File: config.mk
export PLATFORM = sky130hd
export DESIGN_NAME = card_host_decode_and_config
export DESIGN_NICKNAME = d
export VERILOG_FILES = /design/src/card_host_pkg.sv /design/src/card_host_decode_and_config.sv
export SDC_FILE = /design/constraint.sdc
export NUM_CORES = 1
export LEC_CHECK = 0
export ABC_AREA = 1
export BUFFER_PORTS_ARGS = -buffer_cell sky130_fd_sc_hd__buf_2
export CAP_MARGIN = 30
export CORE_ASPECT_RATIO = 0.75
export CORE_MARGIN = 2
export CORE_UTILIZATION = 45
export CTS_CLUSTER_DIAMETER = 200
export CTS_CLUSTER_SIZE = 14
export DETAILED_ROUTE_END_ITERATION = 6
export HOLD_SLACK_MARGIN = 0.15
export PLACE_DENSITY = 0.64
export SLEW_MARGIN = 20
export SYNTH_ARGS = -nofsm -noshare
export SYNTH_HDL_FRONTEND = slang
export SYNTH_SLANG_ARGS = --single-unit
File: constraint.sdc
create_clock -name i_clk -period 2.2 [get_ports i_clk]
set_input_delay 0.44 -clock i_clk [delete_from_list [all_inputs] [get_ports i_clk]]
set_output_delay 0.44 -clock i_clk [all_outputs]
set_load 0.02 [all_outputs]
File: src/card_host_pkg.sv
// Shared constants and carrier types for the card host port decode block
package card_host_pkg;

    // Attribute-space configuration register addresses
    localparam logic [10:0] OPT_ADDR = 11'h200;
    localparam logic [10:0] CFGSTAT_ADDR = 11'h202;
    localparam logic [10:0] PINREP_ADDR = 11'h204;
    localparam logic [10:0] SOCKET_ADDR = 11'h206;

    // Reset values
    localparam logic [7:0] OPT_RST = 8'h00;
    localparam logic [7:0] CFGSTAT_RST = 8'h00;
    localparam logic [7:0] PINREP_RST = 8'h0C;
    localparam logic [7:0] SOCKET_RST = 8'h00;

    // Field positions
    localparam int OPT_SRST_BIT = 7;
    localparam int OPT_LVL_BIT = 6;
    localparam int CS_SIG_BIT = 6;
    localparam int CS_HOST_BYTE_BUS_ONLY_BIT = 5;
    localparam int CS_PWD_BIT = 2;
    localparam int PR_CRDY_BIT = 5;
    localparam int PR_RRDY_BIT = 1;
    localparam int SK_COPY_BIT = 4;
    localparam int CTL_IEN_BIT = 1;
    localparam logic [7:0] PR_FIXED_ONES = 8'h0C;

    // Task file mapping index codes
    localparam logic [5:0] IDX_MEM = 6'h00;
    localparam logic [5:0] IDX_CONTIG = 6'h01;
    localparam logic [5:0] IDX_PRI = 6'h02;
    localparam logic [5:0] IDX_SEC = 6'h03;

    // I/O decode windows
    localparam logic [9:0] PRI_BASE = 10'h1F0;
    localparam logic [9:0] PRI_ALT = 10'h3F6;
    localparam logic [9:0] SEC_BASE = 10'h170;
    localparam logic [9:0] SEC_ALT = 10'h376;

    // Task file register numbers seen by the core
    localparam logic [3:0] TF_DATA = 4'h0;
    localparam logic [3:0] TF_ALT = 4'hE;
    localparam logic [2:0] IDE_ALT_ADDR = 3'h6;

    // Timing
    localparam int CLK_PERIOD_NS = 100;
    localparam int IRQ_PULSE_NS = 500;
    localparam int IRQ_PULSE_CYC_INT = (IRQ_PULSE_NS + CLK_PERIOD_NS - 1) / CLK_PERIOD_NS;
    localparam logic [2:0] IRQ_PULSE_CYC = 3'(IRQ_PULSE_CYC_INT);
    localparam logic [1:0] POR_SETTLE = 2'h3;

    // Sampled host pins
    typedef struct packed {
        logic ce1_n;
        logic ce2_n;
        logic reg_n;
        logic oe_n;
        logic we_n;
        logic iord_n;
        logic iowr_n;
        logic dmack_n;
        logic rst_pin;
        logic [10:0] addr;
        logic [15:0] data;
    } pin_t;

    localparam pin_t PIN_IDLE = '{ce1_n: 1'b1, ce2_n: 1'b1, reg_n: 1'b1, oe_n: 1'b1, we_n: 1'b1,
                                  iord_n: 1'b1, iowr_n: 1'b1, dmack_n: 1'b1, rst_pin: 1'b0,
                                  addr: 11'h000, data: 16'h0000};

    // Decoded access
    typedef struct packed {
        logic rd;
        logic wr;
        logic tf;
        logic cfg;
        logic dma;
        logic [3:0] tf_addr;
        logic [1:0] lanes;
        logic [10:0] cfg_addr;
    } acc_t;

endpackage : card_host_pkg

File: src/card_host_decode_and_config.sv
// Host port decode, lane steering and attribute configuration registers of the card
`timescale 1ns/1ns

//
// Overview of operation
// - Task file reachable I/O-mapped or memory-mapped, byte, word and odd-byte access.
// - I/O byte read puts even or odd byte on D7..D0, D15..D8 floats.
// - I/O write takes byte lanes per access type on trailing IOWR edge.
// - Memory-mapped access uses the same steering with REG high and OE/WE.
// - True IDE chosen only if OE grounded at power-on; attribute space then closed.
// - True IDE data register is word wide; core 8-bit mode narrows CS0 cycles, DMA cycles stay word wide.
// - IDE CS0 at address 0 moves a data word; addresses 1..7 a low byte.
// - IDE CS1 address 6 is alternate status/device control; both selects low floats.
// - Configuration registers work in memory and I/O modes, not True IDE.
// - Soft-reset bit holds card reset until cleared; hardware reset clears it.
// - Option bit 6 selects pulse (0) or level (1) interrupt requests.
// - Six-bit index selects task file mapping; zero after any reset.
// - Primary I/O decodes 1F0-1F7, 3F6-3F7; secondary 170-177, 376-377.
// - STSCHG low when I/O mode, change enable set and status changed set.
// - Byte-bus-only bit turns word cycles (both enables low) into byte cycles on D7..D0.
// - Power-down bit change shows busy on ready until power state reached.
// - Interrupt pending follows core request, reads zero when interrupts disabled.
// - Ready-change latch sets on ready change, host writable under mirror mask; reset 0CH.
module card_host_decode_and_config
    import card_host_pkg::*;
(
    // Clock and reset
    input wire logic i_clk,
    input wire logic i_rst,
    // Host socket pins
    input wire logic i_ce1_n,
    input wire logic i_ce2_n,
    input wire logic i_reg_n,
    input wire logic i_oe_n,
    input wire logic i_we_n,
    input wire logic i_iord_n,
    input wire logic i_iowr_n,
    input wire logic i_dmack_n,
    input wire logic i_reset_pin,
    input wire logic [10:0] i_addr,
    input wire logic [15:0] i_data,
    output logic [15:0] o_data,
    output logic [15:0] o_data_oe,
    output logic o_ready,
    output logic o_stschg_n,
    output logic o_irq,
    // Card core side
    input wire logic i_core_ready,
    input wire logic i_sleeping,
    input wire logic i_irq_req,
    input wire logic i_ide_8bit,
    input wire logic [15:0] i_tf_rdata,
    output logic o_tf_rd,
    output logic o_tf_wr,
    output logic o_tf_dma,
    output logic [3:0] o_tf_addr,
    output logic [15:0] o_tf_wdata,
    output logic [1:0] o_tf_be,
    output logic o_card_reset,
    output logic o_true_ide,
    output logic o_power_down
);

    typedef struct packed {
        pin_t s1;
        pin_t s2;
        pin_t prev;
        logic [1:0] por_cnt;
        logic por_done;
        logic ide;
        logic [7:0] opt;
        logic [7:0] cfgstat;
        logic [7:0] pinrep;
        logic [7:0] socket;
        logic ien_n;
        logic ready_prev;
        logic pwr_busy;
        logic pend_prev;
        logic [2:0] pulse_cnt;
        logic tf_rd;
        logic tf_wr;
        logic tf_dma;
        logic [3:0] tf_addr;
        logic [15:0] tf_wdata;
        logic [1:0] tf_be;
        logic [15:0] data;
        logic [15:0] data_oe;
        logic ready;
        logic stschg_n;
        logic irq;
        logic card_reset;
    } state_t;

    state_t st_reg;
    state_t st_next;

    // Pin decode into one access; pure function so current and previous samples share it
    function automatic acc_t decode(input pin_t p, input logic ide, input logic [5:0] idx,
                                    input logic byte_only, input logic ide8);
        acc_t a;
        logic b0;
        logic hit;
        a = '0;
        b0 = 1'b0;
        hit = 1'b0;
        if (ide) begin
            if (!p.dmack_n && p.ce1_n && p.ce2_n) begin
                a.dma = 1'b1;
                a.tf = 1'b1;
                a.tf_addr = TF_DATA;
                a.lanes = 2'b11;
            end else if (p.dmack_n && !p.ce1_n && p.ce2_n) begin
                a.tf = 1'b1;
                a.tf_addr = {1'b0, p.addr[2:0]};
                a.lanes = (p.addr[2:0] == 3'h0 && !ide8) ? 2'b11 : 2'b01;
            end else if (p.dmack_n && p.ce1_n && !p.ce2_n && p.addr[2:0] == IDE_ALT_ADDR) begin
                a.tf = 1'b1;
                a.tf_addr = TF_ALT;
                a.lanes = 2'b01;
            end
            a.rd = a.tf && !p.iord_n;
            a.wr = a.tf && !p.iowr_n;
        end else begin
            // Lane steering from chip enables
            unique case ({p.ce2_n, p.ce1_n})
                2'b10: begin
                    a.lanes = 2'b01;
                    b0 = p.addr[0];
                end
                2'b00: begin
                    a.lanes = byte_only ? 2'b01 : 2'b11;
                    b0 = byte_only ? p.addr[0] : 1'b0;
                end
                2'b01: begin
                    a.lanes = 2'b10;
                    b0 = 1'b0;
                end
                2'b11: begin
                    a.lanes = 2'b00;
                    b0 = 1'b0;
                end
            endcase
            if (a.lanes != 2'b00) begin
                if (p.reg_n && (!p.oe_n || !p.we_n) && idx == IDX_MEM
                    && (p.addr[10] || p.addr[9:4] == 6'h00)) begin
                    a.tf = 1'b1;
                    a.tf_addr = {p.addr[3:1], b0};
                    a.rd = !p.oe_n && p.iord_n;
                    a.wr = !p.we_n && p.iowr_n;
                end else if (!p.reg_n && (!p.iord_n || !p.iowr_n)) begin
                    // I/O windows per mapping index
                    unique case (idx)
                        IDX_CONTIG: begin
                            hit = 1'b1;
                            a.tf_addr = {p.addr[3:1], b0};
                        end
                        IDX_PRI: begin
                            hit = (p.addr[9:3] == PRI_BASE[9:3]) || (p.addr[9:1] == PRI_ALT[9:1]);
                            a.tf_addr = (p.addr[9:3] == PRI_BASE[9:3]) ? {1'b0, p.addr[2:1], b0} : {3'h7, b0};
                        end
                        IDX_SEC: begin
                            hit = (p.addr[9:3] == SEC_BASE[9:3]) || (p.addr[9:1] == SEC_ALT[9:1]);
                            a.tf_addr = (p.addr[9:3] == SEC_BASE[9:3]) ? {1'b0, p.addr[2:1], b0} : {3'h7, b0};
                        end
                        default: begin
                            hit = 1'b0;
                            a.tf_addr = 4'h0;
                        end
                    endcase
                    a.tf = hit;
                    a.rd = hit && !p.iord_n && p.oe_n;
                    a.wr = hit && !p.iowr_n && p.we_n;
                end else if (!p.reg_n && (!p.oe_n || !p.we_n) && a.lanes[0] && b0 == 1'b0) begin
                    a.cfg = 1'b1;
                    a.cfg_addr = {p.addr[10:1], 1'b0};
                    a.lanes = 2'b01;
                    a.rd = !p.oe_n;
                    a.wr = !p.we_n;
                end
            end
            if (!a.tf && !a.cfg) begin
                a.lanes = 2'b00;
            end
        end
        return a;
    endfunction : decode

    acc_t cur;
    acc_t prv;
    logic pin_rst;
    logic card_rst;
    logic io_mode;
    logic pend;
    logic ready_now;
    logic pulse_start;
    logic [7:0] cfg_val;

    // Next-state logic for the whole port
    always_comb begin
        st_next = st_reg;
        st_next.s1 = '{ce1_n: i_ce1_n, ce2_n: i_ce2_n, reg_n: i_reg_n, oe_n: i_oe_n, we_n: i_we_n,
                       iord_n: i_iord_n, iowr_n: i_iowr_n, dmack_n: i_dmack_n, rst_pin: i_reset_pin,
                       addr: i_addr, data: i_data};
        st_next.s2 = st_reg.s1;
        st_next.prev = st_reg.s2;
        st_next.tf_rd = 1'b0;
        st_next.tf_wr = 1'b0;

        // Mode strap caught once the synchroniser has settled after power-on
        if (!st_reg.por_done) begin
            st_next.por_cnt = st_reg.por_cnt + 2'h1;
            if (st_reg.por_cnt == POR_SETTLE) begin
                st_next.por_done = 1'b1;
                st_next.ide = !st_reg.s2.oe_n;
            end
        end

        // Hard reset pin is active low only in True IDE
        pin_rst = st_reg.ide ? !st_reg.s2.rst_pin : st_reg.s2.rst_pin;
        card_rst = pin_rst || st_reg.opt[OPT_SRST_BIT] || !st_reg.por_done;
        io_mode = !st_reg.ide && st_reg.opt[5:0] != IDX_MEM;
        pend = i_irq_req && !st_reg.ien_n;

        cur = decode(st_reg.s2, st_reg.ide, st_reg.opt[5:0], st_reg.cfgstat[CS_HOST_BYTE_BUS_ONLY_BIT], i_ide_8bit);
        prv = decode(st_reg.prev, st_reg.ide, st_reg.opt[5:0], st_reg.cfgstat[CS_HOST_BYTE_BUS_ONLY_BIT], i_ide_8bit);

        cfg_val = 8'h00;
        if (cur.cfg_addr == OPT_ADDR) begin
            cfg_val = st_reg.opt;
        end else if (cur.cfg_addr == CFGSTAT_ADDR) begin
            cfg_val = {st_reg.pinrep[PR_CRDY_BIT], st_reg.cfgstat[CS_SIG_BIT], st_reg.cfgstat[CS_HOST_BYTE_BUS_ONLY_BIT],
                       2'b00, st_reg.cfgstat[CS_PWD_BIT], pend, 1'b0};
        end else if (cur.cfg_addr == PINREP_ADDR) begin
            cfg_val = {2'b00, st_reg.pinrep[PR_CRDY_BIT], 1'b0, 2'b11, st_reg.ready, 1'b0};
        end else if (cur.cfg_addr == SOCKET_ADDR) begin
            cfg_val = {3'b000, st_reg.socket[SK_COPY_BIT], 4'h0};
        end

        // Read: lanes driven while the strobe stays low; core gets one start pulse
        if (cur.rd && !card_rst) begin
            st_next.data_oe = {{8{cur.lanes[1]}}, {8{cur.lanes[0]}}};
            st_next.data = cur.cfg ? {8'h00, cfg_val} : i_tf_rdata;
            if (cur.tf && !(prv.rd && prv.tf)) begin
                st_next.tf_rd = 1'b1;
                st_next.tf_addr = cur.tf_addr;
                st_next.tf_dma = cur.dma;
            end
        end else begin
            st_next.data_oe = 16'h0000;
        end

        // Write: data taken on the trailing edge of the strobe
        if (prv.wr && !cur.wr && !card_rst && prv.tf) begin
            st_next.tf_wr = 1'b1;
            st_next.tf_addr = prv.tf_addr;
            st_next.tf_dma = prv.dma;
            st_next.tf_be = prv.lanes;
            st_next.tf_wdata = st_reg.prev.data;
            if (prv.tf_addr == TF_ALT && prv.lanes[0]) begin
                st_next.ien_n = st_reg.prev.data[CTL_IEN_BIT];
            end
        end
        if (prv.wr && !cur.wr && prv.cfg && !st_reg.ide) begin
            if (prv.cfg_addr == OPT_ADDR) begin
                st_next.opt = st_reg.prev.data[7:0];
            end else if (prv.cfg_addr == CFGSTAT_ADDR) begin
                st_next.cfgstat[CS_SIG_BIT] = st_reg.prev.data[CS_SIG_BIT];
                st_next.cfgstat[CS_HOST_BYTE_BUS_ONLY_BIT] = st_reg.prev.data[CS_HOST_BYTE_BUS_ONLY_BIT];
                st_next.cfgstat[CS_PWD_BIT] = st_reg.prev.data[CS_PWD_BIT];
            end else if (prv.cfg_addr == PINREP_ADDR && st_reg.prev.data[PR_RRDY_BIT]) begin
                st_next.pinrep[PR_CRDY_BIT] = st_reg.prev.data[PR_CRDY_BIT];
            end else if (prv.cfg_addr == SOCKET_ADDR) begin
                st_next.socket[SK_COPY_BIT] = st_reg.prev.data[SK_COPY_BIT];
            end
        end

        // Power state change: settle clears busy, a fresh change sets it again
        if (st_reg.pwr_busy && i_sleeping == st_reg.cfgstat[CS_PWD_BIT]) begin
            st_next.pwr_busy = 1'b0;
        end
        if (st_next.cfgstat[CS_PWD_BIT] != st_reg.cfgstat[CS_PWD_BIT]) begin
            st_next.pwr_busy = 1'b1;
        end

        // Ready mirror and change latch; hardware set beats host clear
        ready_now = i_core_ready && !st_reg.pwr_busy && !card_rst;
        st_next.ready = ready_now;
        st_next.ready_prev = st_reg.ready;
        if (st_reg.ready != st_reg.ready_prev) begin
            st_next.pinrep[PR_CRDY_BIT] = 1'b1;
        end

        // Configuration state cleared by card reset; soft bit only by hardware
        if (card_rst) begin
            st_next.opt = {st_next.opt[OPT_SRST_BIT] && !pin_rst, 7'h00};
            st_next.cfgstat = CFGSTAT_RST;
            st_next.pinrep = PINREP_RST;
            st_next.socket = SOCKET_RST;
            st_next.ien_n = 1'b0;
            st_next.pwr_busy = 1'b0;
        end

        st_next.stschg_n = !(io_mode && st_next.cfgstat[CS_SIG_BIT] && st_next.pinrep[PR_CRDY_BIT]);

        // Interrupt style: level follows pending, pulse is a fixed width per rising event
        pulse_start = pend && !st_reg.pend_prev;
        st_next.pend_prev = pend;
        if (pulse_start) begin
            st_next.pulse_cnt = IRQ_PULSE_CYC;
        end else if (st_reg.pulse_cnt != 3'h0) begin
            st_next.pulse_cnt = st_reg.pulse_cnt - 3'h1;
        end
        st_next.irq = (io_mode || st_reg.ide) && !card_rst &&
                      (st_reg.opt[OPT_LVL_BIT] ? pend : st_next.pulse_cnt != 3'h0);
        st_next.card_reset = card_rst;
    end

    // State register; strobes and selects idle high, reset pin low, everything else at its reset value
    always_ff @(posedge i_clk) begin
        if (i_rst) begin
            st_reg <= '0;
            st_reg.s1 <= PIN_IDLE;
            st_reg.s2 <= PIN_IDLE;
            st_reg.prev <= PIN_IDLE;
            st_reg.opt <= OPT_RST;
            st_reg.cfgstat <= CFGSTAT_RST;
            st_reg.pinrep <= PINREP_RST;
            st_reg.socket <= SOCKET_RST;
            st_reg.stschg_n <= 1'b1;
            st_reg.card_reset <= 1'b1;
        end else begin
            st_reg <= st_next;
        end
    end

    // Outputs straight from the state register
    assign o_data = st_reg.data;
    assign o_data_oe = st_reg.data_oe;
    assign o_ready = st_reg.ready;
    assign o_stschg_n = st_reg.stschg_n;
    assign o_irq = st_reg.irq;
    assign o_tf_rd = st_reg.tf_rd;
    assign o_tf_wr = st_reg.tf_wr;
    assign o_tf_dma = st_reg.tf_dma;
    assign o_tf_addr = st_reg.tf_addr;
    assign o_tf_wdata = st_reg.tf_wdata;
    assign o_tf_be = st_reg.tf_be;
    assign o_card_reset = st_reg.card_reset;
    assign o_true_ide = st_reg.ide;
    assign o_power_down = st_reg.cfgstat[CS_PWD_BIT];
endmodule : card_host_decode_and_config

**After elaboration in Yosys (flattened, before gate mapping)**

Index checks and enable logic that the tools add are counted.

- Bits of input ports: 58
- Bits in writable memories: 0
- Latch bits: 0
- Word-level logic and storage cells: 364
- Bits in registers: 185
- Memories kept: 0
- ROM bits: 0
- Output and inout port bits: 63

- Add/subtract/negate cells: 2
- Equality and inequality tests: 32
- Mux-type cells: 125
- Multipliers: 0
- Div/mod/pow operators: 0
- Bitwise operators: 7
- Shift operators: 0
- Order comparisons: 0
- Reductions and logical operators: 139

Operators with widths:

| cell | count |
|---|---|
| equality test 11 x 10 -> 1 bit (second input constant) | 8 |
| 2-to-1 mux 13 bit | 6 |
| logical AND 1 bit | 69 |
| 2-to-1 mux 1 bit | 54 |
| 2-to-1 mux 6 bit | 9 |
| 2-to-1 mux 4 bit | 12 |
| equality test 9 bit (second input constant) | 4 |
| 2-to-1 mux 17 bit | 2 |
| 2-to-1 mux 33 bit | 1 |
| zero test 1 bit | 32 |
| 2-to-1 mux 2 bit | 16 |
| 2-to-1 mux 8 bit | 4 |
| equality test 7 x 6 -> 1 bit (second input constant) | 4 |
| 2-to-1 mux 24 bit | 1 |
| one-hot mux 4 bit (3 select lines) | 2 |
| 2-to-1 mux 11 bit | 2 |
| zero test 6 bit | 3 |
| 2-to-1 mux 3 bit | 6 |
| 2-to-1 mux 16 bit | 1 |
| one-hot mux 2 bit (4 select lines) | 2 |
| 2-to-1 mux 5 bit | 3 |
| logical OR 1 bit | 13 |
| equality test 6 x 2 -> 1 bit (second input constant) | 2 |
| one-hot mux 1 bit (3 select lines) | 4 |
| 19 further kinds | 45 |

**Longest topological paths before layout**

Gate-level depths: netlist of run 1.

- Depth after elaboration: 26
- Gate-level depth with buffers: 19
- Mapped depth without buffers: 19

**Worst setup path before layout of run 1**

Ideal clock, no wire load.

- Path kind: flip-flop to flip-flop
- Start point: reg st_reg, in the netlist o_true_ide
- End point: reg st_reg, in the netlist o_tf_dma
- Setup time: 0.110 ns
- Buffers on the path: 3
- Arrival: 1.744 ns
- Setup slack: 0.345 ns
- Clock period less this slack: 1.855 ns
- Stages on the path, launching flop included: 13
- Data required time: 2.090 ns
- Path through: dfxtp_1 -> buf_2 -> inv_1 -> buf_2 -> nor3_1 -> inv_1 -> nand3_2 -> clkinv_1 -> nand2_4 -> buf_4 -> nand3b_1 -> nand2_1 -> nor2_1

- Cells in the longest elaborated chain, start to end: 8
- Elaborated cells between the ends (all ways): 22
- Those cells by class: mux: 8; reduce/logical: 14

RTL lines:

| what | RTL line | text |
|---|---|---|
| start, declared | card_host_decode_and_config.sv:94 | `state_t st_reg;` |
| start signal, assigned | card_host_decode_and_config.sv:332 | `st_reg <= st_next;` |
| 2-to-1 mux 1 bit | card_host_decode_and_config.sv:219 | `pin_rst = st_reg.ide ? !st_reg.s2.rst_pin : st_reg.s2.rst_pin;` |
| logical OR 1 bit (2 in series) | card_host_decode_and_config.sv:220 | `card_rst = pin_rst \|\| st_reg.opt[OPT_SRST_BIT] \|\| !st_reg.por_done;` |
| zero test 1 bit | card_host_decode_and_config.sv:240, card_host_decode_and_config.sv:253 |  |
| logical AND 1 bit (2 in series) | card_host_decode_and_config.sv:253 | `if (prv.wr && !cur.wr && !card_rst && prv.tf) begin` |
| nonzero test 2 bit (no source line) | n/a |  |
| AND reduction 2 bit (no source line) | n/a |  |

Parallel ways exist; a longest one is shown, timed or not. The select of a mux whose other input is x is not followed.
A chain may end at the register's enable or synchronous reset.

**Final worst setup path of run 1**

- Start point: reg st_reg[97] (netlist bit)
- End point: reg st_reg[67] (netlist bit)

- Cells in the longest elaborated chain, start to end: 18
- Elaborated cells between the ends (all ways): 51
- Those cells by class: eq/ne: 4; mux: 29; reduce/logical: 18

RTL lines:

| what | RTL line | text |
|---|---|---|
| equality test 6 x 2 -> 1 bit / equality test 6 x 1 -> 1 bit (equally long branches) | card_host_decode_and_config.sv:152 | `unique case (idx)` |
| one-hot mux 1 bit (3 select lines) | card_host_decode_and_config.sv:152 |  |
| 2-to-1 mux 1 bit | card_host_decode_and_config.sv:150 | `end else if (!p.reg_n && (!p.iord_n \|\| !p.iowr_n)) begin` |
| 2-to-1 mux 1 bit | card_host_decode_and_config.sv:144 | `if (p.reg_n && (!p.oe_n \|\| !p.we_n) && idx == IDX_MEM` |
| 2-to-1 mux 1 bit | card_host_decode_and_config.sv:143 | `if (a.lanes != 2'b00) begin` |
| 2-to-1 mux 1 bit | card_host_decode_and_config.sv:106 | `if (ide) begin` |
| logical AND 1 bit (2 in series) | card_host_decode_and_config.sv:172 | `a.wr = hit && !p.iowr_n && p.we_n;` |
| 2-to-1 mux 2 bit | card_host_decode_and_config.sv:150 |  |
| 2-to-1 mux 3 bit | card_host_decode_and_config.sv:144 |  |
| 2-to-1 mux 4 bit | card_host_decode_and_config.sv:143 |  |
| 2-to-1 mux 4 bit | card_host_decode_and_config.sv:106 |  |
| 2-to-1 mux 3 bit | card_host_decode_and_config.sv:106 |  |
| zero test 1 bit | card_host_decode_and_config.sv:253 |  |
| logical AND 1 bit (3 in series) | card_host_decode_and_config.sv:253 |  |
| AND reduction 2 bit (no source line) (*) | n/a |  |

Every way passes the cells marked *; elsewhere a longest branch is shown, timed or not. The select of a mux whose other input is x is not followed.

==> parameters.txt, run 1 <==
Parameter                              Value

STA
  Hold violation total from the final report ... 0
  Min cycle time layout ... around 2200 ps
  RSZ-0062 raised after global routing ... true
  Least-Margin Pin Slew ... between 600 and 700 ps
  Crit path setup slack, layout ... ~5.8 ps
  Final Max Tran Viols ... 0
  Fmax ... between 400 and 500 MHz
  Setup TNS after final layout ... 0 ps
  Post-route clock period utilization ... 99.7%
  Tightest hold margin ... 185 ps
  Setup violators final ... 0
  Normalized max-slew margin ... between 50 and 60%
  Post-Route Skew ... around 11 ps

Power
  Part of the power in registers ... between 40% and 50%
  Pwr Density ... between 700 and 800 nW/µm²
  Share of total power consumed by net switching ... around 24%
  Static Leakage ... approximately 0.0045 µW
  Peak supply drop ... around 0.50 mV
  Switching pwr ... about 1700 µW
  Int Pwr ... just over 5000 µW
  Power share of the clock group ... about 43%
  Combinational share of power ... between 7 and 8%

Placed design
  RePlAce Congestion ... about 0.94
  IO Port Bufs ... 120
  HPWL after DPL ... around 14000 µm
  Post-Place Setup Slack ... -174 ps

Logic synthesis
  Dominant cell type by area after synthesis ... sky130_fd_sc_hd__dfxtp_1
  Distinct cell type count of the synthesized netlist ... 50
  Mean Syn Cell Area ... between 7 and 8 µm²
  Syn Std Cell Area ... about 7700 µm²
  Synth Flop Type ... sky130_fd_sc_hd__dfxtp_1
  Area share of the largest cell type after synthesis ... between 40% and 50%
  Flops & latches, synth ... 178
  Net count after synthesis ... approximately 1100
  Sequential element share of the synthesized area ... a little under half
  Ys Warns ... 0
  Count of flip-flops with a built-in enable after synthesis ... 0
  Cell count after synthesis ... 1017
  Share of synthesized flip-flops with an asynchronous set or reset ... 0%
  Top post-synthesis cells by area ... sky130_fd_sc_hd__dfxtp_1 47%, sky130_fd_sc_hd__nor2_1 8.7%, sky130_fd_sc_hd__inv_1 7.4%

Global routing
  Global-route wire length before repair ... 29700 µm
  Pin count of the biggest net entering global routing ... 49
  Overall track demand over capacity in global routing ... between 20% and 30%
  Overflow after GRT ... 0
  Number of antenna violations at the first check in global routing ... 0
  Via count of the first global-routing pass ... roughly 5700

Drt
  Number of vias per cell after detailed routing ... just under 5
  Routed len/inst ... between 10 and 15 µm
  Total Wirelength ... between 15000 and 20000 µm
  Detailed-router iteration count before antenna repair ... 6
  Remaining number of nets flagged by the antenna check after routing ... 0
  DRC violations left ... 0
  Count of routing violations after the opening detailed-route iteration ... ~510
  Vias after detailed routing ... about 6500

Clock network
  Number of levels in the clock H-tree ... 4
  CTS clk-pin slew, worst paths ... 70 ps
  Insertion delay of the later-clocked pin in the worst-skew pair ... approximately 430 ps
  TritonCTS clock tree ... yes
  Hold-fix buffers at CTS ... 0
  CTS root buffer ... sky130_fd_sc_hd__clkbuf_16
  Number of clock sinks ... about 180
  Buffer depth of the longest clock path ... 2
  Clock buffers created by TritonCTS ... 17

Layout
  Number of filler cells placed in the layout ... 1618
  Diodes inserted ... 0
  Fraction of final layout cells sized beyond drive strength 1 ... about 27%
  Number of flip-flops under the largest register name ... 72
  Final #Nets ... ~1200
  Signed area change from the synthesized netlist to the final layout ... 21.4%

Outcome
  Result of the run ... completed

Critical path
  Critical Path Max Stage Delay ... around 360 ps
  Critical path cell sequence ... nor2_4, buf_4, nand3_1, nand2_1, nand2_1, a21oi_2, o211ai_1, nand2_1, nand3_1, nor3_1, nor2_1
  Critical path class ... flip-flop to flip-flop
  Critical path endpoint category ... flip-flop
  Dominant cell type by count on the critical path ... sky130_fd_sc_hd__nand2_1
  CP max-delay cell ... sky130_fd_sc_hd__dfxtp_4
  Largest fanout on the critical path ... 5
  Data required time of the critical path ... 2510 ps
  Startpoint Class ... flip-flop
  Arrival time of the worst setup path ... between 2000 and 3000 ps

Floorplan
  Overall die area ... 18100 µm²
  Starting density of the core ... ~46%
  Row cnt ... between 40 and 50
  Count of pins on the block boundary ... about 120
  Die Height ... between 100 and 150 µm
  Area of the core ... around 17000 µm²
  Chip Width ... approximately 150 µm

Min path
  Worst hold path class ... primary input to flip-flop

Job
  Number of max-capacitance violations reported ... 0
[per-stage QoR]
stage,area [µm²],power [µW],util (%),instances
floorplan,7660,3730,-,1017
global placement,8320,3910,49.7,1306
detailed placement,8320,3910,49.7,1306
CTS,8900,6860,53.2,1338
global route,9300,7090,55.6,1357
finish,9300,6820,55.6,1357
[path summary, 6_finish.rpt]
check	slack (ps)	end	depth (start not counted)	start
max	6	st_reg[67]	11	st_reg[97]
min	190	st_next[174]	2	i_ce2_n
max reg2reg	6	st_reg[67]	11	st_reg[97]
min reg2reg	400	st_reg[118]	2	st_next[118]
[synth_stat cells (2+ instances only)]
master and instances:
sky130_fd_sc_hd__nand2_4 3, sky130_fd_sc_hd__nor3_1 14, sky130_fd_sc_hd__o21ai_1 30, sky130_fd_sc_hd__nor2_1 177, sky130_fd_sc_hd__nor2_2 6, sky130_fd_sc_hd__nor2_4 5, sky130_fd_sc_hd__a211oi_1 2, sky130_fd_sc_hd__o21ai_2 2
sky130_fd_sc_hd__clkinv_1 3, sky130_fd_sc_hd__nand3_1 37, sky130_fd_sc_hd__nand4_1 16, sky130_fd_sc_hd__ha_1 4, sky130_fd_sc_hd__a211oi_2 3, sky130_fd_sc_hd__o211ai_1 6, sky130_fd_sc_hd__o21bai_1 2, sky130_fd_sc_hd__buf_4 56
sky130_fd_sc_hd__a22oi_1 2, sky130_fd_sc_hd__or2_2 18, sky130_fd_sc_hd__nand3_2 2, sky130_fd_sc_hd__dfxtp_1 178, sky130_fd_sc_hd__o22ai_1 4, sky130_fd_sc_hd__nand3b_1 3, sky130_fd_sc_hd__inv_2 7, sky130_fd_sc_hd__a21oi_2 2
sky130_fd_sc_hd__a21oi_1 40, sky130_fd_sc_hd__buf_6 4, sky130_fd_sc_hd__buf_2 6, sky130_fd_sc_hd__nor4_1 4, sky130_fd_sc_hd__o21ai_0 27, sky130_fd_sc_hd__a31oi_1 4, sky130_fd_sc_hd__clkbuf_1 18, sky130_fd_sc_hd__nand2_1 147
sky130_fd_sc_hd__o2111ai_1 3, sky130_fd_sc_hd__xnor2_1 4, sky130_fd_sc_hd__nand2_2 13, sky130_fd_sc_hd__inv_1 151
[routing by layer]
layer | vias up | global-route usage, % | wire length, µm
met2 | 240 | 30.0 | 7820
met4 | 0 | 7.96 | 399
met3 | 28 | 4.86 | 1420
li1 | 3343 | - | -
met1 | 2923 | 31.6 | 9970
met5 | - | 0 | 0
[repair_timing]
item,in CTS,in global routing
setup buffers,0,13
pin swaps,0,11
cloned,0,6
endpoints found under the setup margin,39,53
resized for setup,3,49
[kinds of logic after synthesis]
| group | count (synthesis) | synth area share (%) |
|---|---|---|
| and+or+nand+nor | 450 | 26.7 |
| buffers and inverters | 247 | 15.4 |
| DFF | 178 | 46.5 |
| AOI/OAI and AO/OA | 134 | 10.3 |
| xor gates and xnor gates | 4 | 0.457 |
| adders and majority gates | 4 | 0.654 |
[cell type report]
class	instances	area (µm²)	area share [%]
Clock buffer	20	457	4.91
Clock inverter	12	119	1.28
Inverter	162	616	6.62
Multi-Input combinational cell	593	3080	33.2
Sequential cell	178	3570	38.4
Tap cell	215	269	2.89
Timing Repair Buffer	177	1180	12.7
[worst max-delay path, delay by kind of cell, from the launching register on]
family	cells	cell delay (ps)
buf+inv	1	160
simple gates	8	1080
flops	1	360
compound gates	2	480
[cell usage in the layout, fill, tap and decap left out, types with 21 or more instances in the layout]
cell,netlist,routed
sky130_fd_sc_hd__clkbuf_16,0,21
sky130_fd_sc_hd__nor2_1,177,177
sky130_fd_sc_hd__buf_2,6,119
sky130_fd_sc_hd__inv_1,151,149
sky130_fd_sc_hd__nand2_1,147,137
sky130_fd_sc_hd__o21ai_0,27,24
sky130_fd_sc_hd__buf_4,56,44
sky130_fd_sc_hd__dfxtp_1,178,174
sky130_fd_sc_hd__nand3_1,37,36
sky130_fd_sc_hd__a21oi_1,40,36
sky130_fd_sc_hd__o21ai_1,30,23
[power by group through the flow]
stage	logic [µW]	registers [µW]	clock network [µW]
after floorplan	293	3440	0
after global placement	463	3450	0
after detailed placement	462	3450	0
after CTS	464	3380	3020
after global routing	550	3390	3150
final	489	3380	2960
No activity file was read; power rests on OpenSTA's default activity.
==> run 2, diff against run 1 <==
Settings changed: ABC_AREA 1 to default.
==> parameters.txt, run 2 <==
Parameter                              Value

Logic synthesis
  Ys Warns ... 0 (unchanged)
  Dominant cell type by area after synthesis ... sky130_fd_sc_hd__dfxtp_1 (unchanged)
  Cell count after synthesis ... 772 (was 1017)
  Top post-synthesis cells by area ... sky130_fd_sc_hd__dfxtp_1 49%, sky130_fd_sc_hd__nor2b_1 7.1%, sky130_fd_sc_hd__buf_4 5.8% (was sky130_fd_sc_hd__dfxtp_1 47%, sky130_fd_sc_hd__nor2_1 8.7%, sky130_fd_sc_hd__inv_1 7.4%)
  Distinct cell type count of the synthesized netlist ... 70 (was 50)
  Synth Flop Type ... sky130_fd_sc_hd__dfxtp_1 (unchanged)
  Syn Std Cell Area ... 7290 µm² (was 7660 µm²)
  Synth cell count leaders ... 178 x sky130_fd_sc_hd__dfxtp_1, 89 x sky130_fd_sc_hd__nor2_1, 83 x sky130_fd_sc_hd__nor2b_1 (was 178 x sky130_fd_sc_hd__dfxtp_1, 177 x sky130_fd_sc_hd__nor2_1, 151 x sky130_fd_sc_hd__inv_1)
  Share of synthesized flip-flops with an asynchronous set or reset ... 0% (unchanged)
  Net count after synthesis ... 834 (was 1079)
  Mean Syn Cell Area ... 9.44 µm² (was 7.53 µm²)
  Area share of the largest cell type after synthesis ... 48.9% (was 46.5%)
  Flops & latches, synth ... 178 (unchanged)
  Count of flip-flops with a built-in enable after synthesis ... 0 (unchanged)
  Sequential element share of the synthesized area ... 48.9% (was 46.5%)
  Leading cell type by number of instances after synthesis ... sky130_fd_sc_hd__dfxtp_1 (unchanged)

Clock network
  CTS root buffer ... sky130_fd_sc_hd__clkbuf_16 (unchanged)
  Insertion delay of the later-clocked pin in the worst-skew pair ... 440 ps (was 430 ps)
  Number of levels in the clock H-tree ... 4 (unchanged)
  CTS clk-pin slew, worst paths ... 70 ps (about the same)
  Clock buffers created by TritonCTS ... 17 (unchanged)
  TritonCTS clock tree ... yes (unchanged)
  Buffer depth of the longest clock path ... 2 (unchanged)
  Number of clock sinks ... 178 (unchanged)
  Hold-fix buffers at CTS ... 0 (unchanged)

STA
  Min cycle time layout ... 2590 ps (was 2190 ps)
  Setup TNS after final layout ... -15680 ps (was 0 ps)
  RSZ-0062 raised after global routing ... true (unchanged)
  Post-route clock period utilization ... 118% (was 99.7%)
  Crit path setup slack, layout ... -391 ps (was 5.82 ps)
  Fmax ... 386 MHz (was 456 MHz)
  Post-Route Skew ... 12.1 ps (was 11.2 ps)
  Hold violation total from the final report ... 0 (unchanged)
  Least-Margin Pin Slew ... 597 ps (was 627 ps)
  Final Max Tran Viols ... 0 (unchanged)
  Normalized max-slew margin ... 60.2% (was 57.7%)
  Setup violators final ... 59 (was 0)

Global routing
  Overall track demand over capacity in global routing ... 25.0% (was 21.3%)
  Overflow after GRT ... 0 (unchanged)
  Pin count of the biggest net entering global routing ... 126 (was 49)
  Via count of the first global-routing pass ... 6048 (was 5727)
  Number of antenna violations at the first check in global routing ... 0 (unchanged)
  Global-route wire length before repair ... 32200 µm (was 29700 µm)

Floorplan
  Row cnt ... 40 (was 41)
  Starting density of the core ... 45.8% (about the same)
  Die Height ... 114 µm (was 117 µm)
  Area of the core ... 15900 µm² (was 16700 µm²)
  Chip Width ... 151 µm (was 155 µm)
  Count of pins on the block boundary ... 121 (unchanged)
  Overall die area ... 17200 µm² (was 18100 µm²)

Critical path
  Critical Path Max Stage Delay ... 500 ps (was 360 ps)
  Arrival time of the worst setup path ... 2900 ps (was 2510 ps)
  Largest fanout on the critical path ... 3 (was 5)
  Critical path cell sequence ... buf_6, nor4_4, or2b_1, or3_4, a2111oi_4, mux2i_1, or4_1 (was nor2_4, buf_4, nand3_1, nand2_1, nand2_1, a21oi_2, o211ai_1, nand2_1, nand3_1, nor3_1, nor2_1)
  Data required time of the critical path ... 2510 ps (about the same)
  Origin of the worst setup path ... st_reg[94] (was st_reg[97])
  Startpoint Class ... flip-flop (unchanged)
  Critical path class ... flip-flop to flip-flop (unchanged)
  CP max-delay cell ... sky130_fd_sc_hd__or4_1 (was sky130_fd_sc_hd__dfxtp_4)
  Critical path endpoint category ... flip-flop (unchanged)
  Source of the worst register-to-register timing path ... st_reg[94] (was st_reg[97])

Layout
  Most frequent cells in the layout ... 173 x sky130_fd_sc_hd__dfxtp_1, 119 x sky130_fd_sc_hd__buf_2, 119 x sky130_fd_sc_hd__buf_4 (was 177 x sky130_fd_sc_hd__nor2_1, 174 x sky130_fd_sc_hd__dfxtp_1, 149 x sky130_fd_sc_hd__inv_1)
  Leading cell type in the layout, fill and taps excluded ... sky130_fd_sc_hd__dfxtp_1 (was sky130_fd_sc_hd__nor2_1)
  Fraction of final layout cells sized beyond drive strength 1 ... 43.6% (was 27.0%)
  Number of flip-flops under the largest register name ... 72 (unchanged)
  Diodes inserted ... 0 (unchanged)
  Number of filler cells placed in the layout ... 1353 (was 1618)
  Final #Nets ... 1030 (was 1191)
  Signed area change from the synthesized netlist to the final layout ... 38.1% (was 21.4%)

Power
  Combinational share of power ... 7.9% (was 7.2%)
  Int Pwr ... 5120 µW (was 5150 µW)
  Switching pwr ... 1850 µW (was 1670 µW)
  Peak supply drop ... 0.558 mV (was 0.496 mV)
  Static Leakage ... 0.00415 µW (was 0.00451 µW)
  Share of total power consumed by net switching ... 26.5% (was 24.5%)
  Part of the power in registers ... 48.5% (was 49.5%)
  Power share of the clock group ... 43.5% (was 43.3%)
  Pwr Density ... 692 nW/µm² (was 734 nW/µm²)

Min path
  HP Start ... i_iord_n (was i_ce2_n)
  Worst hold path class ... primary input to flip-flop (unchanged)

Drt
  DRC violations left ... 0 (unchanged)
  Detailed-router iteration count before antenna repair ... 5 (was 6)
  Routed len/inst ... 18.1 µm (was 14.5 µm)
  Total Wirelength ... 21500 µm (was 19600 µm)
  Number of vias per cell after detailed routing ... 5.21 (was 4.82)
  Remaining number of nets flagged by the antenna check after routing ... 0 (unchanged)
  Vias after detailed routing ... 6211 (was 6534)
  Count of routing violations after the opening detailed-route iteration ... 285 (was 506)

Job
  Number of max-capacitance violations reported ... 0 (unchanged)

Placed design
  RePlAce Congestion ... 0.888 (was 0.937)
  IO Port Bufs ... 120 (unchanged)
  HPWL after DPL ... 14900 µm (was 14000 µm)
  Post-Place Setup Slack ... -480 ps (was -174 ps)

Outcome
  Violated checks ... setup timing
  Result of the run ... complete, but fails checks (was completed)
[run 2: changes by cell type after synthesis, moves of 15 or more]
cell / delta
sky130_fd_sc_hd__mux2i_1: +34
sky130_fd_sc_hd__o21ai_1: -29
sky130_fd_sc_hd__nand3_1: -18
sky130_fd_sc_hd__o21ai_0: -15
sky130_fd_sc_hd__a21oi_1: -16
sky130_fd_sc_hd__nor2b_1: +83
sky130_fd_sc_hd__inv_1: -133
sky130_fd_sc_hd__nand2_1: -121
sky130_fd_sc_hd__nor2_1: -88
[run 2: cell families (layout without fill, tap and decap cells)]
group / count (synthesis) / in the layout / share of synthesized area, %
AOI/OAI and AO/OA: 113 / 113 / 11.3
xor gates and xnor gates: 8 / 8 / 0.961
adders and majority gates: 4 / 4 / 0.687
buffers and inverters: 111 / 319 / 8.83
DFF: 178 / 178 / 48.9
muxes: 34 / 34 / 4.67
and+or+nand+nor: 324 / 325 / 24.6
[run 2: metrics by stage]
step | util [%] | total power [µW] | hold WS [ps] | area (µm²) | cells
2_1_floorplan | - | 3720 | 389 | 7330 | 772
3_3_place_gp | 54.1 | 3950 | 394 | 8610 | 1136
3_5_place_dp | 54.1 | 3970 | 396 | 8610 | 1136
4_1_cts | 61.8 | 7010 | 167 | 9830 | 1187
5_1_grt | 63.2 | 7220 | 178 | 10100 | 1191
6_report | 63.2 | 6970 | 180 | 10100 | 1191
[run 2: worst paths after layout]
path,cells after the start,end,slack [ps]
max,7,o_stschg_n,-390
min,2,st_next[170],180
max reg2reg,7,o_stschg_n,-390
min reg2reg,1,st_next[138],410
[run 2: cell type report]
| cell class | instances | area (µm²) | share of cell area [%] |
|---|---|---|---|
| multi-input cells | 484 | 3590 | 35.6 |
| flip-flops and latches | 178 | 3570 | 35.5 |
| repair buffers | 269 | 1970 | 19.6 |
| clock buffers | 17 | 425 | 4.23 |
| well taps | 210 | 263 | 2.61 |
| clock inverters | 15 | 179 | 1.78 |
| inverters | 18 | 67.6 | 0.671 |
[run 2: worst max-delay path: cells and delay by family, from the launching register on]
family          cells  cell delay (ps)
simple gates        4             1490
compound gates      1              400
buf+inv             1              110
mux                 1              140
flops               1              330
[run 2: what timing repair did]
| action | CTS | global route |
|---|---|---|
| pin swaps | 56 | 24 |
| setup endpoints to repair | 58 | 59 |
| buffers inserted | 16 | 5 |
| gates cloned | 5 | 2 |
| resized for setup | 98 | 38 |
| hold endpoints to repair | 0 | 0 |
[run 2: power groups by stage]
stage          logic [µW]  clock network [µW]  registers, µW
2_1_floorplan         283                   0           3440
3_3_place_gp          498                   0           3450
3_5_place_dp          517                   0           3460
4_1_cts               541                3080           3380
5_1_grt               608                3220           3390
6_report              554                3030           3380
[run 2: layer usage]
| layer | wire length [µm] | vias to the layer above | GRT usage, % |
|---|---|---|---|
| li1 | - | 2997 | - |
| met1 | 10200 | 2960 | 33.5 |
| met2 | 9720 | 215 | 40.2 |
| met3 | 1190 | 39 | 5.46 |
| met4 | 449 | 0 | 8.41 |
| met5 | 0 | - | 0 |
